### src/rtl/ebcs_map.vh
// Constants for the external bus cycle sequencer.
// Operation
// Five phases in order: setup, delay, data, access, hold
// Phase lengths in timing units; delay 0-3, access 1-32
// Address setup 1-2 units, plus 0-3 on window change
// Write data setup or tristate phase 0-1 units
// Address and write data held 0-3 units
// Ready input may stretch access phase
// Read data captured as address advances, strobe rises
// Address change never corrupts captured read data
// Partner may drop read data after strobe rise
// Mux: 16 shared lines; demux: 24 address, 16 data
// Pin transitions at least 12.5 ns apart
// Ready polarity selectable; async ready adds a stage
// Ready inactive inserts wait; active ends cycle
// Chip select active from setup through hold
`ifndef EBCS_MAP_VH
`define EBCS_MAP_VH
`define EBCS_ST_IDLE      3'h0
`define EBCS_ST_SETUP     3'h1
`define EBCS_ST_CMD       3'h2
`define EBCS_ST_WDATA     3'h3
`define EBCS_ST_ACCESS    3'h4
`define EBCS_ST_HOLD      3'h5
`define EBCS_SYS_PERIOD_PS 100000
`define EBCS_MIN_EDGE_PS   12500
`define EBCS_MIN_EDGE_CYC  ((`EBCS_MIN_EDGE_PS + `EBCS_SYS_PERIOD_PS - 1) / `EBCS_SYS_PERIOD_PS)
`define EBCS_ADDR_W        24
`define EBCS_DATA_W        16
`define EBCS_CS_W          5
`define EBCS_CNT_W         5
`endif

### src/rtl/ebcs_sequencer.v
// External bus cycle sequencer: five-phase cycle engine with ready handshake.
`timescale 1ns/1ns
`include "ebcs_map.vh"
module ebcs_sequencer (
  input  wire                      i_clk_sys,         // System clock, 10 MHz.
  input  wire                      i_arst_n,          // Asynchronous reset, active low.
  input  wire [3:0]                i_unit_div,        // Timing unit length in system clocks minus one.
  input  wire                      i_req,             // Start a bus cycle while idle.
  input  wire                      i_req_write,       // Cycle is a write when high.
  input  wire [`EBCS_ADDR_W-1:0]   i_req_addr,        // Cycle address.
  input  wire [`EBCS_DATA_W-1:0]   i_req_wdata,       // Write data.
  input  wire                      i_req_upper,       // Upper byte access.
  input  wire [2:0]                i_req_cs,          // Chip select index.
  input  wire                      i_mux_mode,        // Multiplexed bus when high.
  input  wire [1:0]                i_addr_setup_len,  // Base setup length minus one (0..1).
  input  wire [1:0]                i_window_ext_len,  // Extra setup units on window change.
  input  wire [1:0]                i_cmd_delay_len,   // Command delay units.
  input  wire                      i_wdata_setup_len, // Data setup or tristate units.
  input  wire [4:0]                i_access_len,      // Access units minus one.
  input  wire [1:0]                i_hold_len,        // Hold units.
  input  wire                      i_ready_en,        // Ready handshake enable.
  input  wire                      i_ready_pol,       // Active level of ready.
  input  wire                      i_ready_async,     // Ready is asynchronous.
  input  wire                      i_ready_pin,       // Ready pin from partner.
  input  wire [`EBCS_DATA_W-1:0]   i_ad_in,           // Shared lines, input side.
  input  wire [`EBCS_DATA_W-1:0]   i_d_in,            // Demux data lines, input side.
  output reg  [`EBCS_DATA_W-1:0]   o_ad_out,          // Shared lines, driven value.
  output reg                       o_ad_oe,           // Shared lines drive enable.
  output reg  [`EBCS_DATA_W-1:0]   o_d_out,           // Demux data lines, driven value.
  output reg                       o_d_oe,            // Demux data drive enable.
  output reg  [`EBCS_ADDR_W-1:0]   o_addr,            // Demux address lines.
  output reg                       o_addr_latch,      // Address latch enable for mux mode.
  output reg                       o_rd_n,            // Read strobe, active low.
  output reg                       o_wr_n,            // Write strobe, active low.
  output reg                       o_upper_byte_strobe_n, // Upper byte strobe, active low.
  output reg  [`EBCS_CS_W-1:0]     o_cs_n,            // Chip selects, active low.
  output reg  [`EBCS_DATA_W-1:0]   o_rdata,           // Captured read data.
  output reg                       o_done,            // One-cycle pulse at cycle end.
  output reg                       o_busy,            // High while a cycle runs.
  output reg                       o_reference_clock_out // Timing unit reference clock.
);

  reg [2:0]                  state;       // Current phase.
  reg [2:0]                  next_state;  // Phase after the current unit.
  reg [3:0]                  div_cnt;     // Divider towards the unit tick.
  reg                        unit_tick;   // One-cycle pulse per timing unit.
  reg [`EBCS_CNT_W-1:0]      ph_cnt;      // Units left in the phase, minus one.
  reg [`EBCS_CNT_W-1:0]      next_cnt;    // Count loaded for the next phase.
  reg                        last_unit;   // Current unit ends the phase.
  reg [7:0]                  last_window; // Upper address of the previous cycle.
  reg                        win_chg;     // This cycle changes the window.
  reg                        cur_write;   // Latched cycle direction.
  reg [`EBCS_ADDR_W-1:0]     cur_addr;    // Latched address.
  reg [`EBCS_DATA_W-1:0]     cur_wdata;   // Latched write data.
  reg [2:0]                  rdy_sync;    // Three-stage pin synchroniser.
  reg                        rdy_async_q; // Extra stage for asynchronous ready.
  reg                        rdy_ext;     // Ready sample past access length.
  wire                       rdy_act;     // Ready active after polarity.
  wire                       rdy_use;     // Ready as seen by the sequencer.

  // Pin synchroniser: for asynchronous ready, a level counts once stages two and three agree; synchronous ready takes stage three.
  always @(posedge i_clk_sys or negedge i_arst_n) begin
    if (!i_arst_n) begin
      rdy_sync    <= 3'h0;
      rdy_async_q <= 1'b0;
    end else begin
      rdy_sync    <= {rdy_sync[1:0], i_ready_pin};
      if (rdy_sync[2] == rdy_sync[1]) begin
        rdy_async_q <= rdy_sync[2];
      end
    end
  end

  // The asynchronous choice reads one more stage, costing a waitstate.
  assign rdy_act = (i_ready_async ? rdy_async_q : rdy_sync[2]) ~^ i_ready_pol;
  assign rdy_use = !i_ready_en || rdy_act;

  // Divider makes one unit tick every i_unit_div plus one clocks; a single clock already keeps pin edges apart.
  always @(posedge i_clk_sys or negedge i_arst_n) begin
    if (!i_arst_n) begin
      div_cnt   <= 4'h0;
      unit_tick <= 1'b0;
    end else if (div_cnt >= i_unit_div) begin
      div_cnt   <= 4'h0;
      unit_tick <= 1'b1;
    end else begin
      div_cnt   <= div_cnt + 4'h1;
      unit_tick <= 1'b0;
    end
  end

  // Next phase and its length, skipping zero-length phases in fixed order.
  always @* begin
    next_state = `EBCS_ST_IDLE;
    next_cnt   = 5'h00;
    case (state)
      `EBCS_ST_SETUP: begin
        if (i_cmd_delay_len != 2'h0) begin
          next_state = `EBCS_ST_CMD;
          next_cnt   = {3'h0, i_cmd_delay_len} - 5'h01;
        end else if (i_wdata_setup_len) begin
          next_state = `EBCS_ST_WDATA;
        end else begin
          next_state = `EBCS_ST_ACCESS;
          next_cnt   = i_access_len;
        end
      end
      `EBCS_ST_CMD: begin
        if (i_wdata_setup_len) begin
          next_state = `EBCS_ST_WDATA;
        end else begin
          next_state = `EBCS_ST_ACCESS;
          next_cnt   = i_access_len;
        end
      end
      `EBCS_ST_WDATA: begin
        next_state = `EBCS_ST_ACCESS;
        next_cnt   = i_access_len;
      end
      `EBCS_ST_ACCESS: begin
        if (i_hold_len != 2'h0) begin
          next_state = `EBCS_ST_HOLD;
          next_cnt   = {3'h0, i_hold_len} - 5'h01;
        end
      end
      default: begin
        next_state = `EBCS_ST_IDLE;
        next_cnt   = 5'h00;
      end
    endcase
  end

  // Access ends only when its count ran out and ready is active or the handshake is disabled.
  always @* begin
    last_unit = (ph_cnt == 5'h00);
    if (state == `EBCS_ST_ACCESS) begin
      last_unit = (ph_cnt == 5'h00) && rdy_use;
    end
  end

  // Main sequencer: phase state, counts and all pin registers.
  always @(posedge i_clk_sys or negedge i_arst_n) begin
    if (!i_arst_n) begin
      state                 <= `EBCS_ST_IDLE;
      ph_cnt                <= 5'h00;
      last_window           <= 8'h00;
      win_chg               <= 1'b0;
      cur_write             <= 1'b0;
      cur_addr              <= 24'h00_0000;
      cur_wdata             <= 16'h0000;
      rdy_ext               <= 1'b0;
      o_ad_out              <= 16'h0000;
      o_ad_oe               <= 1'b0;
      o_d_out               <= 16'h0000;
      o_d_oe                <= 1'b0;
      o_addr                <= 24'h00_0000;
      o_addr_latch          <= 1'b0;
      o_rd_n                <= 1'b1;
      o_wr_n                <= 1'b1;
      o_upper_byte_strobe_n <= 1'b1;
      o_cs_n                <= 5'h1f;
      o_rdata               <= 16'h0000;
      o_done                <= 1'b0;
      o_busy                <= 1'b0;
      o_reference_clock_out <= 1'b0;
    end else begin
      o_done <= 1'b0;
      if (unit_tick) begin
        o_reference_clock_out <= ~o_reference_clock_out;
      end
      if (state == `EBCS_ST_IDLE) begin
        if (i_req && unit_tick) begin
          // Start: latch request, drive address and select for the setup phase.
          state       <= `EBCS_ST_SETUP;
          win_chg     <= (i_req_addr[23:16] != last_window);
          // Setup lasts the base length plus the window extension if the window moves.
          ph_cnt      <= (i_req_addr[23:16] != last_window) ?
                         ({4'h0, i_addr_setup_len[0]} + {3'h0, i_window_ext_len}) : {4'h0, i_addr_setup_len[0]};
          last_window <= i_req_addr[23:16];
          cur_write   <= i_req_write;
          cur_addr    <= i_req_addr;
          cur_wdata   <= i_req_wdata;
          o_busy      <= 1'b1;
          o_addr      <= i_req_addr;
          o_cs_n      <= ~(5'h01 << i_req_cs);
          o_upper_byte_strobe_n <= ~i_req_upper;
          o_addr_latch <= i_mux_mode;
          o_ad_out    <= i_req_addr[15:0];
          o_ad_oe     <= i_mux_mode;
        end
      end else if (unit_tick) begin
        if (state == `EBCS_ST_ACCESS) begin
          rdy_ext <= (ph_cnt == 5'h00) && !rdy_use; // Waitstate past programmed length.
        end
        if (!last_unit) begin
          if (ph_cnt != 5'h00) begin
            ph_cnt <= ph_cnt - 5'h01;
          end
        end else begin
          state  <= next_state;
          ph_cnt <= next_cnt;
          if (state == `EBCS_ST_SETUP) begin
            o_addr_latch <= 1'b0;
          end
          if (next_state == `EBCS_ST_WDATA || next_state == `EBCS_ST_ACCESS) begin
            if (state == `EBCS_ST_SETUP || state == `EBCS_ST_CMD) begin
              // Lines switch to write data, or release for the read data.
              o_ad_out <= cur_wdata;
              o_ad_oe  <= i_mux_mode && cur_write;
              o_d_out  <= cur_wdata;
              o_d_oe   <= !i_mux_mode && cur_write;
            end
          end
          if (next_state == `EBCS_ST_ACCESS) begin
            o_rd_n <= cur_write;
            o_wr_n <= !cur_write;
          end
          if (state == `EBCS_ST_ACCESS) begin
            // Strobe rises and read data is caught on this same edge.
            o_rd_n <= 1'b1;
            o_wr_n <= 1'b1;
            if (!cur_write) begin
              o_rdata <= i_mux_mode ? i_ad_in : i_d_in;
            end
          end
          if (next_state == `EBCS_ST_IDLE) begin
            // End of hold, or of access without hold: release select, byte strobe and lines; address keeps its value.
            o_cs_n                <= 5'h1f;
            o_upper_byte_strobe_n <= 1'b1;
            o_ad_oe               <= 1'b0;
            o_d_oe                <= 1'b0;
            o_busy                <= 1'b0;
            o_done                <= 1'b1;
            rdy_ext               <= 1'b0;
          end
        end
      end
    end
  end

endmodule

### config.mk
export PLATFORM = sky130hd
export DESIGN_NAME = ebcs_sequencer
export DESIGN_NICKNAME = d
export VERILOG_FILES = /design/src/rtl/ebcs_sequencer.v
export VERILOG_INCLUDE_DIRS = /design/src /design/src/rtl
export SDC_FILE = /design/constraint.sdc
export NUM_CORES = 1
export LEC_CHECK = 0
export BUFFER_PORTS_ARGS = -buffer_cell sky130_fd_sc_hd__buf_2
export CAP_MARGIN = 15
export CORE_AREA = 3 3 131 133
export CTS_BUF_LIST = sky130_fd_sc_hd__clkbuf_4 sky130_fd_sc_hd__clkbuf_8
export DETAILED_ROUTE_END_ITERATION = 8
export DIE_AREA = 0 0 134 136
export GPL_TIMING_DRIVEN = 0
export PLACE_DENSITY_LB_ADDON = 0.08
export SLEW_MARGIN = 15
export SYNTH_ARGS = -nofsm -noshare
export SYNTH_HDL_FRONTEND = slang
export SYNTH_SLANG_ARGS = --single-unit
### constraint.sdc
create_clock -name i_clk_sys -period 3 [get_ports i_clk_sys]
set_clock_uncertainty 0.15 [all_clocks]
set_input_delay 0.45 -clock i_clk_sys [delete_from_list [all_inputs] [get_ports i_clk_sys]]
set_output_delay 0.45 -clock i_clk_sys [all_outputs]
set_load 0.01 [all_outputs]
==> flow_metrics.py, run 1 <==
metrics = {
    "floorplan": {
        "io_pins": 189,
        "dieArea_sq_um": 18200,
        "core_sq_um": 15900,
        "rows": 46,
        "start_util_pct": 35.0,
        "die_width_um": 134,
        "die_h_um": 136,
    },
    "worst_setup_path": {
        "path_buf_inv": 3,
        "critical-path-max-stage-delay_ps": 530,
        "worstPathCellList": "inv_1 -> ha_1 -> nor4b_4 -> o2111ai_1 -> and2_1 -> clkbuf_1 -> buf_2 -> nand2_1 -> o21ai_0",
        "cpMaxStageDelayCell": "nor4b_4",
        "crit_required_ps": 3160,
        "crit_type": "register to register",
        "end_kind": "register",
        "worst-path-max-fanout": 10,
        "worstSetupStartpointType": "register",
        "crit_family": "simple AND/OR/NAND/NOR gates",
        "crit_arrival_ps": 2760,
    },
    "detailed_routing": {
        "wl_per_cell_um": 16.4,
        "via_count": 4736,
        "drtIter0Drc": 216,
        "ant_nets": 0,
        "viasPerCell": 4.78,
        "firstDrtPassIters": 4,
        "remaining_drc_errors": 0,
        "finalWirelength_um": 16300,
    },
    "global_routing": {
        "grt_pass1_wl_um": 25800,
        "grt_max_degree": 63,
        "grt_overflow": 0,
        "antenna_found_initial": 0,
        "track_usage_pct": 18.2,
        "grt_pass1_vias": 4864,
    },
    "pwr": {
        "netSwitchingPower_mw": 2.62,
        "clockPowerShare_pct": 22.3,
        "ir_drop_mv": 0.338,
        "power.density_nw_per_um2": 956,
        "pwr-share-comb_pct": 38.7,
        "p_leak_nw": 3.85,
        "sw_frac_of_total_pct": 37.6,
        "pwr-share-seq_pct": 39.0,
        "p_int_mw": 4.35,
    },
    "synthesis": {
        "synth_area_sq_um": 5590,
        "yosys_register_bits": 120,
        "synth_edf_count": 0,
        "synth-main-ff-cell": "dfrtp_1",
        "ys.warnings.count": 0,
        "synth_cell_types": 61,
        "synth_fp_nets": 663,
        "async_reset_ff_share_pct": 100,
        "netlist_instances": 551,
        "avgSynthCellArea_sq_um": 10.1,
        "ys_seq_area_share_pct": 53.9,
    },
    "sta": {
        "timing.hold.ws_ps": 53.7,
        "final-hold-violation-count": 0,
        "period_needed_ps": 2600,
        "period_share_pct": 86.8,
        "max_freq_mhz": 384,
        "setup_viol": 0,
        "slew_headroom_pct": 48.3,
        "rsz0062_at_grt": "false",
        "maxSlewViolCount": 0,
        "tightest_slew_ps": 775,
    },
    "clock_network": {
        "cts_setup_buffers": 0,
        "ctsResizeCount": 0,
        "htreeDepth": 4,
        "insertion_delay_ps": 440,
        "path_clk_slew_ps": 70,
        "clockBufferDepth": 2,
        "numCtsBuffers": 17,
        "ctsHoldBuffers": 4,
        "clockRootBuffer": "clkbuf_8",
        "cts_tree": "done",
        "cts.sinks": 120,
    },
    "cells_and_area": {
        "syn2layout_area_growth_pct": 30.4,
        "layout_common_cells": "199 x buf_2, 151 x nand2_1, 112 x dfrtp_1, 35 x mux2i_1",
        "final_common_cell": "buf_2",
        "fin_cells": 990,
        "layout-drive-gt1-share_pct": 35.8,
        "final_nets": 873,
        "diodes": 0,
    },
    "status": {
        "outcome": "completed",
    },
    "min_path": {
        "hold_class": "input pin to register",
    },
    "placement": {
        "placed_cells": 954,
        "dp_hpwl_um": 12300,
        "place_congestion": 0.805,
        "portBuffers": 186,
    },
    "run": {
        "maxCapViolations": 0,
    },
}
==> power groups by stage <==
stage | logic, mW | clock network (mW) | registers [mW]
after global routing | 3.04 | 1.68 | 2.81
after floorplan | 1.45 | 0 | 2.91
after detailed placement | 2.72 | 0 | 2.75
after global placement | 2.67 | 0 | 2.72
after CTS | 2.73 | 1.60 | 2.72
final | 2.69 | 1.55 | 2.72
==> flip-flops by register name, summed over array words and instances (netlist names), 3 cells and up <==
| name | count |
|---|---|
| rdy_sync | 3 |
| o_addr | 24 |
| o_cs_n | 5 |
| o_d_out | 16 |
| state | 3 |
| div_cnt | 4 |
| ph_cnt | 5 |
| cur_wdata | 16 |
| o_ad_out | 16 |
| o_rdata | 16 |
==> worst min-delay path: stages <==
cell	delay, ps
buf_2	80
nand2_1	40
nand2_1	50
==> cell families after synthesis <==
group	synth area share [%]
flops	53.9
buf+inv	3.34
mux	10.3
xor+xnor	1.72
fa+ha+maj	2.20
simple gates	18.3
compound gates	10.2
==> synthesized netlist by cell type, types with 2 or more instances <==
master / number / area share (%)
a211oi_1: 3 / 0.40
a21o_1: 3 / 0.40
a21oi_1: 24 / 2.2
a221oi_1: 2 / 0.31
a2bb2oi_1: 5 / 0.78
and2_1: 4 / 0.45
and3_1: 2 / 0.22
and4_1: 2 / 0.31
buf_2: 14 / 1.3
buf_6: 3 / 0.60
clkbuf_1: 9 / 0.60
dfrtp_1: 112 / 50
dfstp_2: 8 / 3.8
ha_1: 9 / 2.0
inv_1: 11 / 0.74
mux2_2: 20 / 4.0
mux2i_1: 35 / 6.3
nand2_1: 151 / 10
nand2b_1: 4 / 0.45
nand3_1: 5 / 0.45
nor2_1: 29 / 1.9
nor2b_1: 6 / 0.67
nor3_1: 6 / 0.54
nor4_1: 2 / 0.22
nor4b_1: 2 / 0.31
o211ai_1: 2 / 0.27
o21ai_0: 29 / 2.6
o21ai_1: 6 / 0.54
o22a_1: 2 / 0.31
xor2_1: 10 / 1.6
==> routing by layer <==
metal	routed length, um	share of wire (%)	track usage (%)	up-vias
li1	-	-	-	2294
met1	7010	43	22.7	2238
met2	7610	47	29.4	179
met3	1350	8.3	6.07	25
met4	294	1.8	6.86	0
met5	0	0	0	-
==> metrics by stage <==
stage	power (mW)	utilization (%)	worst slack, ps	cell area, sq um	setup TNS (ps)
finish	6.96	45.7	397	7280	0
global placement	5.39	42.6	-237	6790	-25670
floorplan	4.36	-	750	5590	0
global route	7.52	45.7	202	7280	0
detailed placement	5.47	42.8	390	6820	0
CTS	7.05	45.7	388	7280	0
==> cell type report <==
class / instances / area [sq um]
multi-input cells: 393 / 2390
well taps: 216 / 270
clock buffers: 24 / 299
repair buffers: 191 / 1000
fillers: 1633 / 8660
inverters: 11 / 41.3
clock inverters: 8 / 121
plain buffers: 27 / 145
flip-flops and latches: 120 / 3010
==> path summary, 6_finish.rpt <==
| check | end | from | depth (start not counted) | slack (ps) |
|---|---|---|---|---|
| setup reg to reg | o_ad_out[13] | ph_cnt[0] | 9 | 400 |
| min in group asynchronous | rdy_sync[1] | i_arst_n | 2 | 400 |
| max in group asynchronous | o_addr[9] | i_arst_n | 3 | 1600 |
| setup / recovery | o_ad_out[13] | ph_cnt[0] | 9 | 400 |
| hold / removal | cur_wdata[5] | i_req_wdata[5] | 3 | 50 |
| hold reg to reg | rdy_sync[1] | rdy_sync[0] | 0 | 200 |
(Power assumes the default switching activity.)
==> inputs of run 2 (changes only) <==
--- a/config.mk
+++ b/config.mk
@@ -12,7 +12,6 @@
 export CTS_BUF_LIST = sky130_fd_sc_hd__clkbuf_4 sky130_fd_sc_hd__clkbuf_8
 export DETAILED_ROUTE_END_ITERATION = 8
 export DIE_AREA = 0 0 134 136
-export GPL_TIMING_DRIVEN = 0
 export PLACE_DENSITY_LB_ADDON = 0.08
 export SLEW_MARGIN = 15
 export SYNTH_ARGS = -nofsm -noshare
==> flow_metrics.py, run 2 (synthesis gave the netlist of run 1 again) <==
metrics = {
    "status": {
        "outcome": "completed",
    },
    "placement": {
        "dp_hpwl_um": 10900,
        "portBuffers": 187,
        "placed_area_sq_um": 6750,
        "place_congestion": 0.791,
        "placed_cells": 937,
    },
    "worst_setup_path": {
        "end_kind": "register",
        "worstSetupStartpointType": "register",
        "crit_arrival_ps": 2630,
        "crit_required_ps": 3120,
        "critPathLaunch": "state[1]",
        "rr_startpoint": "state[1]",
        "worst-path-max-fanout": 32,
        "rr_worst_depth": 4,
        "worstPathCellList": "nor4b_1 -> o2111ai_2 -> and2_1 -> o21ai_0",
        "path_buf_inv": 0,
        "timing.rr.end": "o_ad_out[14]",
        "cpMaxStageDelayCell": "and2_1",
        "crit_family": "simple AND/OR/NAND/NOR gates",
        "reg2reg_setup_slack_ps": 490,
        "critical-path-max-stage-delay_ps": 850,
        "crit_type": "register to register",
    },
    "global_routing": {
        "grt_pass1_wl_um": 24100,
        "grt_max_degree": 63,
        "antenna_found_initial": 0,
        "grt_pass1_vias": 4749,
        "track_usage_pct": 16.8,
        "grt_overflow": 0,
    },
    "clock_network": {
        "cts_tree": "done",
        "path_clk_slew_ps": 80,
        "clockRootBuffer": "clkbuf_8",
        "insertion_delay_ps": 430,
        "cts.sinks": 120,
        "ctsResizeCount": 0,
        "clockBufferDepth": 2,
        "numCtsBuffers": 17,
        "htreeDepth": 4,
    },
    "sta": {
        "rsz0062_at_grt": "false",
        "setup_viol": 0,
        "slew_headroom_pct": 30.6,
        "period_needed_ps": 2510,
        "setup_tns_ps": 0,
        "max_freq_mhz": 398,
        "tightest_slew_ps": 1040,
        "maxSlewViolCount": 0,
        "period_share_pct": 83.8,
        "final-hold-violation-count": 0,
    },
    "cells_and_area": {
        "fin_cells": 972,
        "diodes": 0,
        "final_util_pct": 45.3,
        "postLayoutCellArea_sq_um": 7210,
        "layout-drive-gt1-share_pct": 36.0,
        "layout_common_cells": "186 x buf_2, 150 x nand2_1, 112 x dfrtp_1, 35 x mux2i_1",
        "syn2layout_area_growth_pct": 29.2,
        "final_nets": 856,
        "largest_register_ffs": 24,
        "final_common_cell": "buf_2",
        "largest_register": "o_addr",
    },
    "floorplan": {
        "die_width_um": 134,
        "io_pins": 189,
        "die_h_um": 136,
        "start_util_pct": 35.0,
        "rows": 46,
        "dieArea_sq_um": 18200,
        "core_sq_um": 15900,
    },
    "pwr": {
        "ir_drop_mv": 0.346,
        "power.density_nw_per_um2": 961,
        "p_leak_nw": 3.80,
    },
    "detailed_routing": {
        "remaining_drc_errors": 0,
        "drtIter0Drc": 169,
        "viasPerCell": 4.73,
        "ant_nets": 0,
        "finalWirelength_um": 15300,
        "via_count": 4594,
        "firstDrtPassIters": 4,
        "wl_per_cell_um": 15.7,
    },
    "min_path": {
        "whs_endpoint": "cur_wdata[3]",
        "hold_class": "input pin to register",
        "min_from": "i_req_wdata[3]",
        "hold_path_depth": 3,
    },
    "run": {
        "maxCapViolations": 0,
    },
}
run 2: tightest hold or removal path, cell delays in order:
cell and delay, ps:
buf_2 80, nand2_1 40, nand2_1 40
run 2: metrics by stage:
step,hold slack (ps),setup slack [ps],total power [mW]
global placement,181,538,5.36
global route,24.2,170,7.47
CTS,3.40,437,7.05
floorplan,4.41,750,4.36
finish,52.7,486,6.94
detailed placement,183,441,5.43
run 2: cell type report:
cell class,count,area (sq um)
clock inverters,7,118
inverters,11,41.3
multi-input cells,393,2400
repair buffers,201,1070
clock buffers,24,305
flip-flops and latches,120,3010
fillers,1597,8730
well taps,216,270
run 2: where the power goes:
| group | total [mW] | switching [mW] | internal [mW] | leakage, nW |
|---|---|---|---|---|
| logic | 2.59 | 1.45 | 1.14 | 2.08 |
| clock network | 1.56 | 0.642 | 0.921 | 0.221 |
| registers | 2.78 | 0.485 | 2.30 | 1.50 |
| total | 6.94 | 2.58 | 4.35 | 3.80 |
run 2: what timing repair did:
item	CTS	global route
endpoints found under the setup margin	0	0
buffers inserted	0	0
endpoints found under the hold margin	16	1
hold buffers	3	1
run 2: per-layer routing:
metal  up-vias  routed length, um  track usage [%]
li1       2256                  -                -
met1      2164               6580             19.9
met2       151               7160             27.7
met3        23               1190             6.66
met4         0                334             6.40
met5         -                  0                0
run 2: worst max-delay path by stage:
stage | endpoint | cells after the start
floorplan | o_ad_oe | 7
global placement | o_ad_out[13] | 7
detailed placement | o_ad_out[2] | 4
CTS | o_ad_out[14] | 4
global route | o_ad_out[11] | 4
finish | o_ad_out[14] | 4
